===== config.mk =====
export PLATFORM = sky130hd
export DESIGN_NAME = accumulator_sub_and_or_alu
export DESIGN_NICKNAME = d
export VERILOG_FILES = /design/src/verilog/acc_alu_pkg.sv /design/src/verilog/accumulator_sub_and_or_alu.sv
export SDC_FILE = /design/constraint.sdc
export NUM_CORES = 1
export LEC_CHECK = 0
export BUFFER_PORTS_ARGS = -buffer_cell sky130_fd_sc_hd__buf_2
export CAP_MARGIN = 20
export CORE_UTILIZATION = 30
export CTS_CLUSTER_SIZE = 28
export DETAILED_ROUTE_END_ITERATION = 7
export HOLD_SLACK_MARGIN = 0.15
export SYNTH_ARGS = -nofsm -noshare
export SYNTH_HDL_FRONTEND = slang
export SYNTH_SLANG_ARGS = --single-unit

===== constraint.sdc =====
create_clock -name pclk -period 9.7 [get_ports pclk]
set_input_delay 1.94 -clock pclk [delete_from_list [all_inputs] [get_ports pclk]]
set_output_delay 1.94 -clock pclk [all_outputs]
set_load 0.005 [all_outputs]

===== src/verilog/acc_alu_pkg.sv =====
`default_nettype none
package acc_alu_pkg;
    // register map (byte addresses)
    localparam logic [7:0] OFS_CONTROL = 8'h00;
    localparam logic [7:0] OFS_PC = 8'h04;
    localparam logic [7:0] OFS_FLAGS = 8'h08;
    localparam logic [7:0] OFS_FIRST_INDEX = 8'h0C;
    localparam logic [7:0] OFS_SECOND_INDEX = 8'h10;
    localparam logic [7:0] OFS_GPR_BASE = 8'h20;
    localparam logic [7:0] OFS_GPR_LAST = 8'h3C;
    localparam int CTRL_GO_BIT = 0;
    localparam int STAT_BUSY_BIT = 0;
    localparam int STAT_BAD_BIT = 1;
    // flag positions
    localparam int FLAG_S = 7;
    localparam int FLAG_Z = 6;
    localparam int FLAG_H = 4;
    localparam int FLAG_PV = 2;
    localparam int FLAG_N = 1;
    localparam int FLAG_C = 0;
    // opcode fields
    localparam logic [7:0] PREFIX_FIRST = 8'hDD;
    localparam logic [7:0] PREFIX_SECOND = 8'hFD;
    localparam logic [1:0] CLASS_REG = 2'h2;
    localparam logic [1:0] CLASS_IMM = 2'h3;
    localparam logic [2:0] MEM_FIELD = 3'h6;
    localparam logic [2:0] REG_ACC = 3'h7;
    localparam logic [2:0] REG_H = 3'h4;
    localparam logic [2:0] REG_L = 3'h5;
    localparam logic [2:0] GROUP_SUB = 3'h2;
    localparam logic [2:0] GROUP_SUB_BORROW = 3'h3;
    localparam logic [2:0] GROUP_AND = 3'h4;
    localparam logic [2:0] GROUP_OR = 3'h6;
    // timing: one T state is one pclk period
    localparam int CLK_PERIOD_NS = 50;
    localparam int T_STATE_NS = 50;
    localparam int CYC_PER_T = T_STATE_NS / CLK_PERIOD_NS;
    localparam logic [2:0] FETCH_CYC = 3'(4 * CYC_PER_T);
    localparam logic [2:0] READ_CYC = 3'(3 * CYC_PER_T);
    localparam logic [2:0] CALC_CYC = 3'(5 * CYC_PER_T);
    localparam int REG_TOTAL_CYC = 4 * CYC_PER_T;
    localparam int SHORT_TOTAL_CYC = 7 * CYC_PER_T;
    localparam int INDEX_TOTAL_CYC = 19 * CYC_PER_T;
    // reset values
    localparam logic [15:0] RESET_WORD = 16'h0000;
    localparam logic [7:0] RESET_BYTE = 8'h00;
    typedef enum {ST_IDLE, ST_OPCODE, ST_INDEXED_OPCODE, ST_IMMEDIATE,
                  ST_DISPLACEMENT, ST_ADDRESS_CALC, ST_OPERAND} state_type;
endpackage
`default_nettype wire


===== src/verilog/accumulator_sub_and_or_alu.sv =====
// The register addresses and the APB interface to the registers were left to the implementer.
`timescale 1ns/1ns
`default_nettype none
module accumulator_sub_and_or_alu #(
    parameter int ADDR_W = 8
) (
    input wire logic pclk,
    input wire logic presetn,
    input wire logic psel,
    input wire logic penable,
    input wire logic pwrite,
    input wire logic [ADDR_W-1:0] paddr,
    input wire logic [31:0] pwdata,
    output logic [31:0] prdata,
    output logic pready,
    output logic pslverr,
    output logic [15:0] mem_addr,
    output logic mem_rd,
    input wire logic [7:0] mem_rdata,
    output logic exec_done
);
    acc_alu_pkg::state_type state;
    logic [2:0] tcnt;
    logic [15:0] pc;
    logic [7:0] gpr [0:7];
    logic [7:0] flags;
    logic [15:0] first_index_register;
    logic [15:0] second_index_register;
    logic [2:0] op_field;
    logic use_second;
    logic indexed;
    logic [7:0] disp;
    logic bad_opcode;

    function automatic logic group_ok(input logic [2:0] g);
        return g == acc_alu_pkg::GROUP_SUB || g == acc_alu_pkg::GROUP_SUB_BORROW ||
               g == acc_alu_pkg::GROUP_AND || g == acc_alu_pkg::GROUP_OR;
    endfunction

    // returns {flags, result}
    function automatic logic [15:0] alu(input logic [2:0] g, input logic [7:0] a,
                                        input logic [7:0] s, input logic [7:0] f);
        logic cin;
        logic [8:0] diff;
        logic [4:0] hdiff;
        logic [7:0] res;
        logic [7:0] nf;
        cin = (g == acc_alu_pkg::GROUP_SUB_BORROW) ? f[acc_alu_pkg::FLAG_C] : 1'b0;
        diff = {1'b0, a} - {1'b0, s} - {8'h00, cin};
        hdiff = {1'b0, a[3:0]} - {1'b0, s[3:0]} - {4'h0, cin};
        nf = f;
        res = a;
        case (g)
            acc_alu_pkg::GROUP_SUB, acc_alu_pkg::GROUP_SUB_BORROW: begin
                res = diff[7:0];
                nf[acc_alu_pkg::FLAG_H] = hdiff[4];
                nf[acc_alu_pkg::FLAG_PV] = (a[7] ^ s[7]) & (a[7] ^ res[7]);
                nf[acc_alu_pkg::FLAG_N] = 1'b1;
                nf[acc_alu_pkg::FLAG_C] = diff[8];
            end
            acc_alu_pkg::GROUP_AND: begin
                res = a & s;
                nf[acc_alu_pkg::FLAG_H] = 1'b1;
                nf[acc_alu_pkg::FLAG_PV] = 1'b0;
                nf[acc_alu_pkg::FLAG_N] = 1'b0;
                nf[acc_alu_pkg::FLAG_C] = 1'b0;
            end
            acc_alu_pkg::GROUP_OR: begin
                res = a | s;
                nf[acc_alu_pkg::FLAG_H] = 1'b0;
                nf[acc_alu_pkg::FLAG_PV] = 1'b0;
                nf[acc_alu_pkg::FLAG_N] = 1'b0;
                nf[acc_alu_pkg::FLAG_C] = 1'b0;
            end
            default: res = a;
        endcase
        nf[acc_alu_pkg::FLAG_S] = res[7];
        nf[acc_alu_pkg::FLAG_Z] = (res == 8'h00);
        return {nf, res};
    endfunction

    // sequencing
    wire [2:0] phase_len = (state == acc_alu_pkg::ST_OPCODE ||
                            state == acc_alu_pkg::ST_INDEXED_OPCODE) ? acc_alu_pkg::FETCH_CYC :
                           (state == acc_alu_pkg::ST_ADDRESS_CALC) ? acc_alu_pkg::CALC_CYC :
                           acc_alu_pkg::READ_CYC;
    wire last_t = (state != acc_alu_pkg::ST_IDLE) && (tcnt == phase_len - 3'h1);
    wire busy = (state != acc_alu_pkg::ST_IDLE);
    wire [7:0] acc = gpr[acc_alu_pkg::REG_ACC];
    wire [15:0] pointer_pair = {gpr[acc_alu_pkg::REG_H], gpr[acc_alu_pkg::REG_L]};
    wire [15:0] index_val = use_second ? second_index_register : first_index_register;
    wire [15:0] index_addr = index_val + {{8{disp[7]}}, disp};

    // opcode decode on the fetched byte
    wire [1:0] byte_class = mem_rdata[7:6];
    wire [2:0] byte_grp = mem_rdata[5:3];
    wire [2:0] byte_low = mem_rdata[2:0];
    wire is_prefix = mem_rdata == acc_alu_pkg::PREFIX_FIRST ||
                     mem_rdata == acc_alu_pkg::PREFIX_SECOND;
    wire grp_valid = group_ok(byte_grp);
    wire is_reg_form = byte_class == acc_alu_pkg::CLASS_REG && grp_valid &&
                       byte_low != acc_alu_pkg::MEM_FIELD;
    wire is_ptr_form = byte_class == acc_alu_pkg::CLASS_REG && grp_valid &&
                       byte_low == acc_alu_pkg::MEM_FIELD;
    wire is_imm_form = byte_class == acc_alu_pkg::CLASS_IMM && grp_valid &&
                       byte_low == acc_alu_pkg::MEM_FIELD;

    // execution: operand and group of the current instruction
    wire in_opcode = state == acc_alu_pkg::ST_OPCODE;
    wire [2:0] cur_grp = in_opcode ? byte_grp : op_field;
    wire [7:0] operand = in_opcode ? gpr[byte_low] : mem_rdata;
    wire exec_fire = last_t && ((in_opcode && is_reg_form) ||
                                state == acc_alu_pkg::ST_IMMEDIATE ||
                                state == acc_alu_pkg::ST_OPERAND);
    wire [15:0] alu_out = alu(cur_grp, acc, operand, flags);
    wire cin_used = (cur_grp == acc_alu_pkg::GROUP_SUB_BORROW) & flags[acc_alu_pkg::FLAG_C];
    wire sub_type = cur_grp == acc_alu_pkg::GROUP_SUB ||
                    cur_grp == acc_alu_pkg::GROUP_SUB_BORROW;

    // apb decode
    wire setup = psel && !penable;
    wire access = psel && penable;
    wire [7:0] a8 = paddr[7:0];
    wire addr_hi_zero = (paddr >> 8) == '0;
    wire gpr_hit = addr_hi_zero && a8 >= acc_alu_pkg::OFS_GPR_BASE &&
                   a8 <= acc_alu_pkg::OFS_GPR_LAST && a8[1:0] == 2'h0 &&
                   a8[4:2] != acc_alu_pkg::MEM_FIELD;
    wire [2:0] gpr_sel = a8[4:2];
    wire hit_ctrl = addr_hi_zero && a8 == acc_alu_pkg::OFS_CONTROL;
    wire hit_pc = addr_hi_zero && a8 == acc_alu_pkg::OFS_PC;
    wire hit_flags = addr_hi_zero && a8 == acc_alu_pkg::OFS_FLAGS;
    wire hit_first = addr_hi_zero && a8 == acc_alu_pkg::OFS_FIRST_INDEX;
    wire hit_second = addr_hi_zero && a8 == acc_alu_pkg::OFS_SECOND_INDEX;
    wire mapped = gpr_hit || hit_ctrl || hit_pc || hit_flags || hit_first || hit_second;
    wire data_write = pwrite && !hit_ctrl;
    assign pready = 1'b1;
    assign pslverr = access && (!mapped || (data_write && busy));
    wire wr_ok = access && pwrite && mapped && !(data_write && busy);
    wire go = wr_ok && hit_ctrl && pwdata[acc_alu_pkg::CTRL_GO_BIT] && !busy;
    wire [31:0] status = {30'h0, bad_opcode, busy};
    wire [31:0] rd_mux = hit_ctrl ? status :
                         hit_pc ? {16'h0, pc} :
                         hit_flags ? {24'h0, flags} :
                         hit_first ? {16'h0, first_index_register} :
                         hit_second ? {16'h0, second_index_register} :
                         gpr_hit ? {24'h0, gpr[gpr_sel]} : 32'h0;
    assign mem_rd = busy && state != acc_alu_pkg::ST_ADDRESS_CALC;

    always_ff @(posedge pclk or negedge presetn) begin
        if (!presetn) begin
            prdata <= 32'h0000_0000;
        end else if (setup) begin
            prdata <= rd_mux;
        end
    end

    // state machine: each state is one machine cycle
    always_ff @(posedge pclk or negedge presetn) begin
        if (!presetn) begin
            state <= acc_alu_pkg::ST_IDLE;
            tcnt <= 3'h0;
            mem_addr <= acc_alu_pkg::RESET_WORD;
            op_field <= 3'h0;
            use_second <= 1'b0;
            indexed <= 1'b0;
            disp <= acc_alu_pkg::RESET_BYTE;
            bad_opcode <= 1'b0;
            exec_done <= 1'b0;
        end else begin
            exec_done <= exec_fire;
            tcnt <= (last_t || !busy) ? 3'h0 : tcnt + 3'h1;
            if (go) begin
                state <= acc_alu_pkg::ST_OPCODE;
                mem_addr <= pc;
                bad_opcode <= 1'b0;
                indexed <= 1'b0;
            end else if (last_t) begin
                unique case (state)
                    acc_alu_pkg::ST_OPCODE: begin
                        op_field <= byte_grp;
                        mem_addr <= pc + 16'h0001;
                        use_second <= mem_rdata == acc_alu_pkg::PREFIX_SECOND;
                        if (is_prefix) begin
                            state <= acc_alu_pkg::ST_INDEXED_OPCODE;
                            indexed <= 1'b1;
                        end else if (is_imm_form) begin
                            state <= acc_alu_pkg::ST_IMMEDIATE;
                        end else if (is_ptr_form) begin
                            state <= acc_alu_pkg::ST_OPERAND;
                            mem_addr <= pointer_pair;
                        end else begin
                            state <= acc_alu_pkg::ST_IDLE;
                            bad_opcode <= !is_reg_form;
                        end
                    end
                    acc_alu_pkg::ST_INDEXED_OPCODE: begin
                        op_field <= byte_grp;
                        mem_addr <= pc + 16'h0001;
                        if (is_ptr_form) begin
                            state <= acc_alu_pkg::ST_DISPLACEMENT;
                        end else begin
                            state <= acc_alu_pkg::ST_IDLE;
                            bad_opcode <= 1'b1;
                        end
                    end
                    acc_alu_pkg::ST_DISPLACEMENT: begin
                        disp <= mem_rdata;
                        state <= acc_alu_pkg::ST_ADDRESS_CALC;
                    end
                    acc_alu_pkg::ST_ADDRESS_CALC: begin
                        mem_addr <= index_addr;
                        state <= acc_alu_pkg::ST_OPERAND;
                    end
                    acc_alu_pkg::ST_IMMEDIATE, acc_alu_pkg::ST_OPERAND: begin
                        state <= acc_alu_pkg::ST_IDLE;
                    end
                    acc_alu_pkg::ST_IDLE: state <= acc_alu_pkg::ST_IDLE;
                endcase
            end
        end
    end

    // pc walks every byte taken from the instruction stream
    wire pc_step = last_t && (state == acc_alu_pkg::ST_OPCODE ||
                              state == acc_alu_pkg::ST_INDEXED_OPCODE ||
                              state == acc_alu_pkg::ST_DISPLACEMENT ||
                              state == acc_alu_pkg::ST_IMMEDIATE);

    always_ff @(posedge pclk or negedge presetn) begin
        if (!presetn) begin
            pc <= acc_alu_pkg::RESET_WORD;
            flags <= acc_alu_pkg::RESET_BYTE;
            first_index_register <= acc_alu_pkg::RESET_WORD;
            second_index_register <= acc_alu_pkg::RESET_WORD;
            for (int i = 0; i < 8; i++) begin
                gpr[i] <= acc_alu_pkg::RESET_BYTE;
            end
        end else begin
            if (pc_step) begin
                pc <= pc + 16'h0001;
            end else if (wr_ok && hit_pc) begin
                pc <= pwdata[15:0];
            end
            if (exec_fire) begin
                gpr[acc_alu_pkg::REG_ACC] <= alu_out[7:0];
                flags <= alu_out[15:8];
            end else if (wr_ok && hit_flags) begin
                flags <= pwdata[7:0];
            end else if (wr_ok && gpr_hit) begin
                gpr[gpr_sel] <= pwdata[7:0];
            end
            if (wr_ok && hit_first) begin
                first_index_register <= pwdata[15:0];
            end
            if (wr_ok && hit_second) begin
                second_index_register <= pwdata[15:0];
            end
        end
    end

    // checks
    logic [7:0] cyc_cnt;
    always_ff @(posedge pclk or negedge presetn) begin
        if (!presetn) begin
            cyc_cnt <= 8'h00;
        end else begin
            cyc_cnt <= go ? 8'h00 : (busy ? cyc_cnt + 8'h01 : cyc_cnt);
        end
    end

    AST_SUB_RESULT: assert property (@(posedge pclk) disable iff (!presetn)
        exec_fire && cur_grp == acc_alu_pkg::GROUP_SUB |=>
        acc == 8'($past(acc) - $past(operand)))
        else $error("subtract result wrong");
    AST_BORROW_SUB_RESULT: assert property (@(posedge pclk) disable iff (!presetn)
        exec_fire && cur_grp == acc_alu_pkg::GROUP_SUB_BORROW |=>
        acc == 8'($past(acc) - $past(operand) - {7'h00, $past(cin_used)}))
        else $error("borrow subtract result wrong");
    AST_AND_RESULT: assert property (@(posedge pclk) disable iff (!presetn)
        exec_fire && cur_grp == acc_alu_pkg::GROUP_AND |=>
        acc == ($past(acc) & $past(operand)) && flags[acc_alu_pkg::FLAG_H] &&
        !flags[acc_alu_pkg::FLAG_N] && !flags[acc_alu_pkg::FLAG_C])
        else $error("conjunction result or flags wrong");
    AST_OR_RESULT: assert property (@(posedge pclk) disable iff (!presetn)
        exec_fire && cur_grp == acc_alu_pkg::GROUP_OR |=>
        acc == ($past(acc) | $past(operand)) && !flags[acc_alu_pkg::FLAG_H] &&
        !flags[acc_alu_pkg::FLAG_PV] && !flags[acc_alu_pkg::FLAG_C])
        else $error("disjunction result or flags wrong");
    AST_SIGN_ZERO: assert property (@(posedge pclk) disable iff (!presetn)
        exec_fire |=> flags[acc_alu_pkg::FLAG_Z] == (acc == 8'h00) &&
        flags[acc_alu_pkg::FLAG_S] == acc[7] && exec_done)
        else $error("sign or zero flag wrong");
    AST_BORROW: assert property (@(posedge pclk) disable iff (!presetn)
        exec_fire && sub_type |=> flags[acc_alu_pkg::FLAG_N] &&
        flags[acc_alu_pkg::FLAG_C] == ({1'b0, $past(acc)} <
        ({1'b0, $past(operand)} + {8'h00, $past(cin_used)})))
        else $error("borrow flag wrong");
    AST_REG_LEN: assert property (@(posedge pclk) disable iff (!presetn)
        exec_fire && in_opcode |-> cyc_cnt == 8'(acc_alu_pkg::REG_TOTAL_CYC - 1))
        else $error("register form length wrong");
    AST_SHORT_LEN: assert property (@(posedge pclk) disable iff (!presetn)
        exec_fire && !in_opcode && !indexed |->
        cyc_cnt == 8'(acc_alu_pkg::SHORT_TOTAL_CYC - 1))
        else $error("short memory form length wrong");
    AST_INDEX_LEN: assert property (@(posedge pclk) disable iff (!presetn)
        exec_fire && indexed |-> cyc_cnt == 8'(acc_alu_pkg::INDEX_TOTAL_CYC - 1))
        else $error("indexed form length wrong");
    AST_INDEX_ADDR: assert property (@(posedge pclk) disable iff (!presetn)
        last_t && state == acc_alu_pkg::ST_ADDRESS_CALC |=>
        mem_rd && mem_addr == $past(index_val) + {{8{disp[7]}}, disp})
        else $error("indexed address wrong");
    AST_SUB_FLAGS: assert property (@(posedge pclk) disable iff (!presetn)
        exec_fire && sub_type |=> flags[acc_alu_pkg::FLAG_H] == ({1'b0, $past(acc[3:0])} <
        ({1'b0, $past(operand[3:0])} + {4'h0, $past(cin_used)})) &&
        flags[acc_alu_pkg::FLAG_PV] == (($past(acc[7]) != $past(operand[7])) &&
        (acc[7] != $past(acc[7]))))
        else $error("subtract half borrow or overflow flag wrong");
    AST_AND_PV: assert property (@(posedge pclk) disable iff (!presetn)
        exec_fire && cur_grp == acc_alu_pkg::GROUP_AND |=> !flags[acc_alu_pkg::FLAG_PV])
        else $error("conjunction overflow flag not cleared");
    AST_IMM_ADDR: assert property (@(posedge pclk) disable iff (!presetn)
        last_t && in_opcode && is_imm_form |=> mem_rd && mem_addr == $past(pc) + 16'h0001)
        else $error("immediate operand address wrong");
    AST_PTR_ADDR: assert property (@(posedge pclk) disable iff (!presetn)
        last_t && in_opcode && is_ptr_form |=> mem_rd && mem_addr == $past(pointer_pair))
        else $error("pointer operand address wrong");
endmodule
`default_nettype wire


==> metrics.csv <==
stage;metric;value;unit
die;full die area;38450;sq um
cells_and_area;ant diodes;0;
critical_path;CP Class;input pin to primary output;
timing;clock skew;0.009273;ns
route;number of routed nets with antenna violations;0;
route;Post-Route WL;34000;microns
timing;Slew Limit Fails;0;
logic_synthesis;asr flop ratio synth;100.0;%
timing;Hold WS;0.3738;ns
logic_synthesis;Mapped Cells;1098;
clock_network;Num CTS Buffers;17;
grt;met2 Track Usage GR;28.67;%
timing;RSZ-0062 raised after global routing;false;
die;Initial Util;30.65;%
clock_network;CTS sink count;172;
critical_path;Crit path max-delay family;buffers and inverters;
timing;Max transition margin;25.90;%
power_and_ir_drop;Sw Ratio;23.28;%
power_and_ir_drop;internal power;0.001241;W
clock_network;worst-skew pair later-pin latency;0.44;ns
logic_synthesis;Seq/Total Area, Yosys;38.09;%
grt;number of global-route vias before repair;8729;
critical_path;Crit path largest cell delay;0.59;ns
die;die height;196.1;microns
placement;Buffers on Ports;71;
timing;crit path time final;5.527;ns
power_and_ir_drop;Seq pwr share;44.5;%
worst_hold_path;Hold Path Class;flop to flop;
power_and_ir_drop;Comb power frac;6.8;%
route;Vias/cell;5.514;
critical_path;R2R cell count;15;
logic_synthesis;EDFF count, synth;0;
clock_network;CTS Root Cell;clkbuf_16;
logic_synthesis;synthesized area;11300;sq um
timing;final setup vio count;0;
route;Pre-antenna DRT Iters;6;
cells_and_area;Area Growth Syn to Fin;11.63;%
critical_path;RR Startpoint;state[0]$_DFFE_PN0P_;
route;drt drc;0;
grt;largest net degree at the start of global routing;62;
logic_synthesis;Yosys reg bits;172;
clock_network;cts hold-fix bufs;0;
critical_path;CP endpoint kind;primary output;
clock_network;CTS tree;done;
die;core box area;36870;sq um
clock_network;number of post-CTS setup repair buffers;0;
critical_path;Top cell by count, worst path;buf_2;
critical_path;crit-path cells;buf_2 -> or2_2 -> a21oi_1 -> o21ai_0 -> and3_1 -> buf_2;
power_and_ir_drop;Worst VDD drop;0.1157;mV
critical_path;WP data arrival;3.59;ns
route;DR vias;9027;
placement;pre-CTS setup slack;3.777;ns
cells_and_area;commonest non-fill, non-tap cell in the layout;dfrtp_1;
timing;Final WS setup;4.173;ns
grt;met3 Usage GRT;2.441;%
placement;GPL Wtd Cong;0.8822;
power_and_ir_drop;clock power share;48.7;%
timing;Final period util;56.98;%
timing;Tightest Pin Transition;1.107;ns
route;Routed wire per std cell;20.77;microns
logic_synthesis;syn avg cell area;10.29;sq um
timing;setup tns final;0;ns
timing;count of final hold-check violations;0;
cells_and_area;commonest non-fill, non-tap cells in the layout;172 x dfrtp_1, 92 x nand2_1, 81 x mux2_2;
power_and_ir_drop;Leakage;5.856;nW
critical_path;reg-to-reg setup timing slack;4.97;ns
timing;fmax;180.9;MHz
die;IO Pins;105;
grt;grt ovf;0;
critical_path;Worst EP required;7.76;ns
clock_network;maximum clock path buffer count;2;
cells_and_area;layout cells sized above 1;22.07;%
critical_path;Critical R2R Capture;acc[7]$_DFFE_PN0P_;
grt;initial antenna violation count;0;
die;Die X-Extent;196.1;microns
outcome;status;finished, final reports clean;
grt;GRT busiest layer;met2;
worst_hold_path;hold path depth;0;
placement;hpwl dp;25000;microns
power_and_ir_drop;total power;0.001618;W
worst_hold_path;Hold Path End;gpr[9]$_DFFE_PN0P_;
clock_network;# resized after CTS;0;
die;Site Rows;70;
critical_path;CP Max Fanout;28;
route;DR iter-0 viols;969;
worst_hold_path;hold_sp;gpr[9]$_DFFE_PN0P_;
logic_synthesis;Yosys cell types;85;
logic_synthesis;synth warn;0;
grt;All-Layer GR Usage;18.03;%
power_and_ir_drop;pwr dens;128.2;nW/um^2
clock_network;H-tree lvl count;4;
cells_and_area;nets;1221;
grt;met1 usage;25.58;%
logic_synthesis;top_reg_cell synth;dfrtp_1;
cells_and_area;fill count;3761;
power_and_ir_drop;Net Sw Power;0.0003766;W
critical_path;slowest cell on the critical path;buf_2;
grt;global-route wire length before repair;53100;microns
job;Max-Cap Viols;0;
clock_network;CTS clock-pin slew for the worst setup and hold paths;0.06;ns
critical_path;startpoint types;input pin;
critical_path;Critical path buffers and inverters;2;
## worst max path at each step
stage	depth (start not counted)	endpoint	slack, ns	startpoint
2_1_floorplan	14	flags[6]$_DFFE_PN0N_	4.54	mem_rdata[0]
3_3_place_gp	13	acc[7]$_DFFE_PN0P_	3.85	mem_rdata[0]
3_5_place_dp	13	acc[7]$_DFFE_PN0P_	3.78	mem_rdata[0]
4_1_cts	6	pslverr	4.20	paddr[2]
5_1_grt	13	acc[7]$_DFFE_PN0P_	3.98	mem_rdata[0]
6_report	6	pslverr	4.17	paddr[2]
## area by class of cell
class / count / area (sq um) / area share (%)
Tap cell: 504 / 630.6 / 4.999
Multi-Input combinational cell: 809 / 6415 / 50.85
Clock buffer: 19 / 442.9 / 3.511
Clock inverter: 11 / 216.5 / 1.716
Timing Repair Buffer: 83 / 459.2 / 3.640
Inverter: 39 / 146.4 / 1.160
Sequential cell: 172 / 4304 / 34.12
## cells in the mapped netlist, drive strengths merged (3+ instances only)
library cell  number  area, sq um
nor2b             12        75.07
o31ai              9        72.57
and3              11        68.82
nand2b             7        43.79
nor3              14        86.34
mux2i             20        212.7
a221o              7        70.07
a21oi             49        252.8
o21ai             72        360.4
dfrtp            172         4304
nand2             96        370.3
a22oi             25        187.7
a222oi            17        170.2
nor2              67        256.5
xor2              13        113.9
o221ai             5        43.79
a211oi             9        67.56
nor4               6        43.79
o22ai              8        50.05
o211ai             6        45.04
nor3b              8        75.08
a2bb2oi            3        26.28
nand3             12        60.06
a2111oi            5        50.04
or3                6        37.54
inv               39        146.4
a22o               3        26.28
mux2             120         1351
and2              13        81.33
nand4             10        77.57
a31oi              5        31.28
ha                43        538.0
buf               54        345.3
fa                 3        60.06
o21a               7        52.55
a221oi             5        50.04
mux4              29        653.1
xnor2             19        166.4
a21o              15        112.6
clkbuf            39        146.4
## power by group through the flow
stage	Combinational, W	Clock, W	Sequential, W
after floorplan	0.0000660	0	0.000733
after global placement	0.000108	0	0.000734
after detailed placement	0.000109	0	0.000734
after CTS	0.000109	0.000799	0.000720
after global routing	0.000121	0.000827	0.000720
final	0.000110	0.000787	0.000721
## flip-flops by register name (all words and copies together), names as in the netlist, 16 cells and up
| signal | cells |
|---|---|
| pc | 16 |
| prdata | 16 |
| mem_addr | 16 |
| first_index_register | 16 |
| gpr | 56 |
| second_index_register | 16 |
## worst register-to-register path, stage by stage, from the launching register on
cell	delay, ns
dfrtp_1	0.77
nor3b_2	0.28
buf_4	0.27
nand2_1	0.08
o21ai_1	0.38
nand3_1	0.23
fa_1	0.58
inv_1	0.06
ha_1	0.17
o21ai_0	0.31
a2111oi_0	0.18
o21a_1	0.24
o21a_1	0.18
o311ai_0	0.65
nand2_1	0.16
o21ai_0	0.11
## logic make-up (layout without fill, tap and decap cells)
| kind of cell | Yosys count | count (layout) | synth area share, % |
|---|---|---|---|
| AO/OA/AOI/OAI | 269 | 269 | 16.28 |
| flip-flops | 172 | 172 | 38.09 |
| buffers and inverters | 132 | 152 | 5.646 |
| XOR/XNOR | 33 | 33 | 2.679 |
| other | 2 | 17 | 0.06646 |
| AND/OR/NAND/NOR | 274 | 274 | 12.25 |
| multiplexers | 169 | 169 | 19.62 |
| adder cells (fa/ha/maj) | 47 | 47 | 5.381 |
## layer usage
layer | wire (microns) | up-vias
li1 | - | 4075
met1 | 15640 | 4561
met2 | 15780 | 350
met3 | 1933 | 41
met4 | 649 | 0
met5 | 0 | -
## per-stage QoR
stage | utilization, % | std cells | cell area (sq um)
floorplan | - | 1113 | 11360
global placement | 32.36 | 1605 | 11930
detailed placement | 32.36 | 1605 | 11930
CTS | 34.15 | 1635 | 12590
global route | 34.21 | 1637 | 12610
finish | 34.21 | 1637 | 12610
Note: power is estimated with default switching activity, not from simulation.
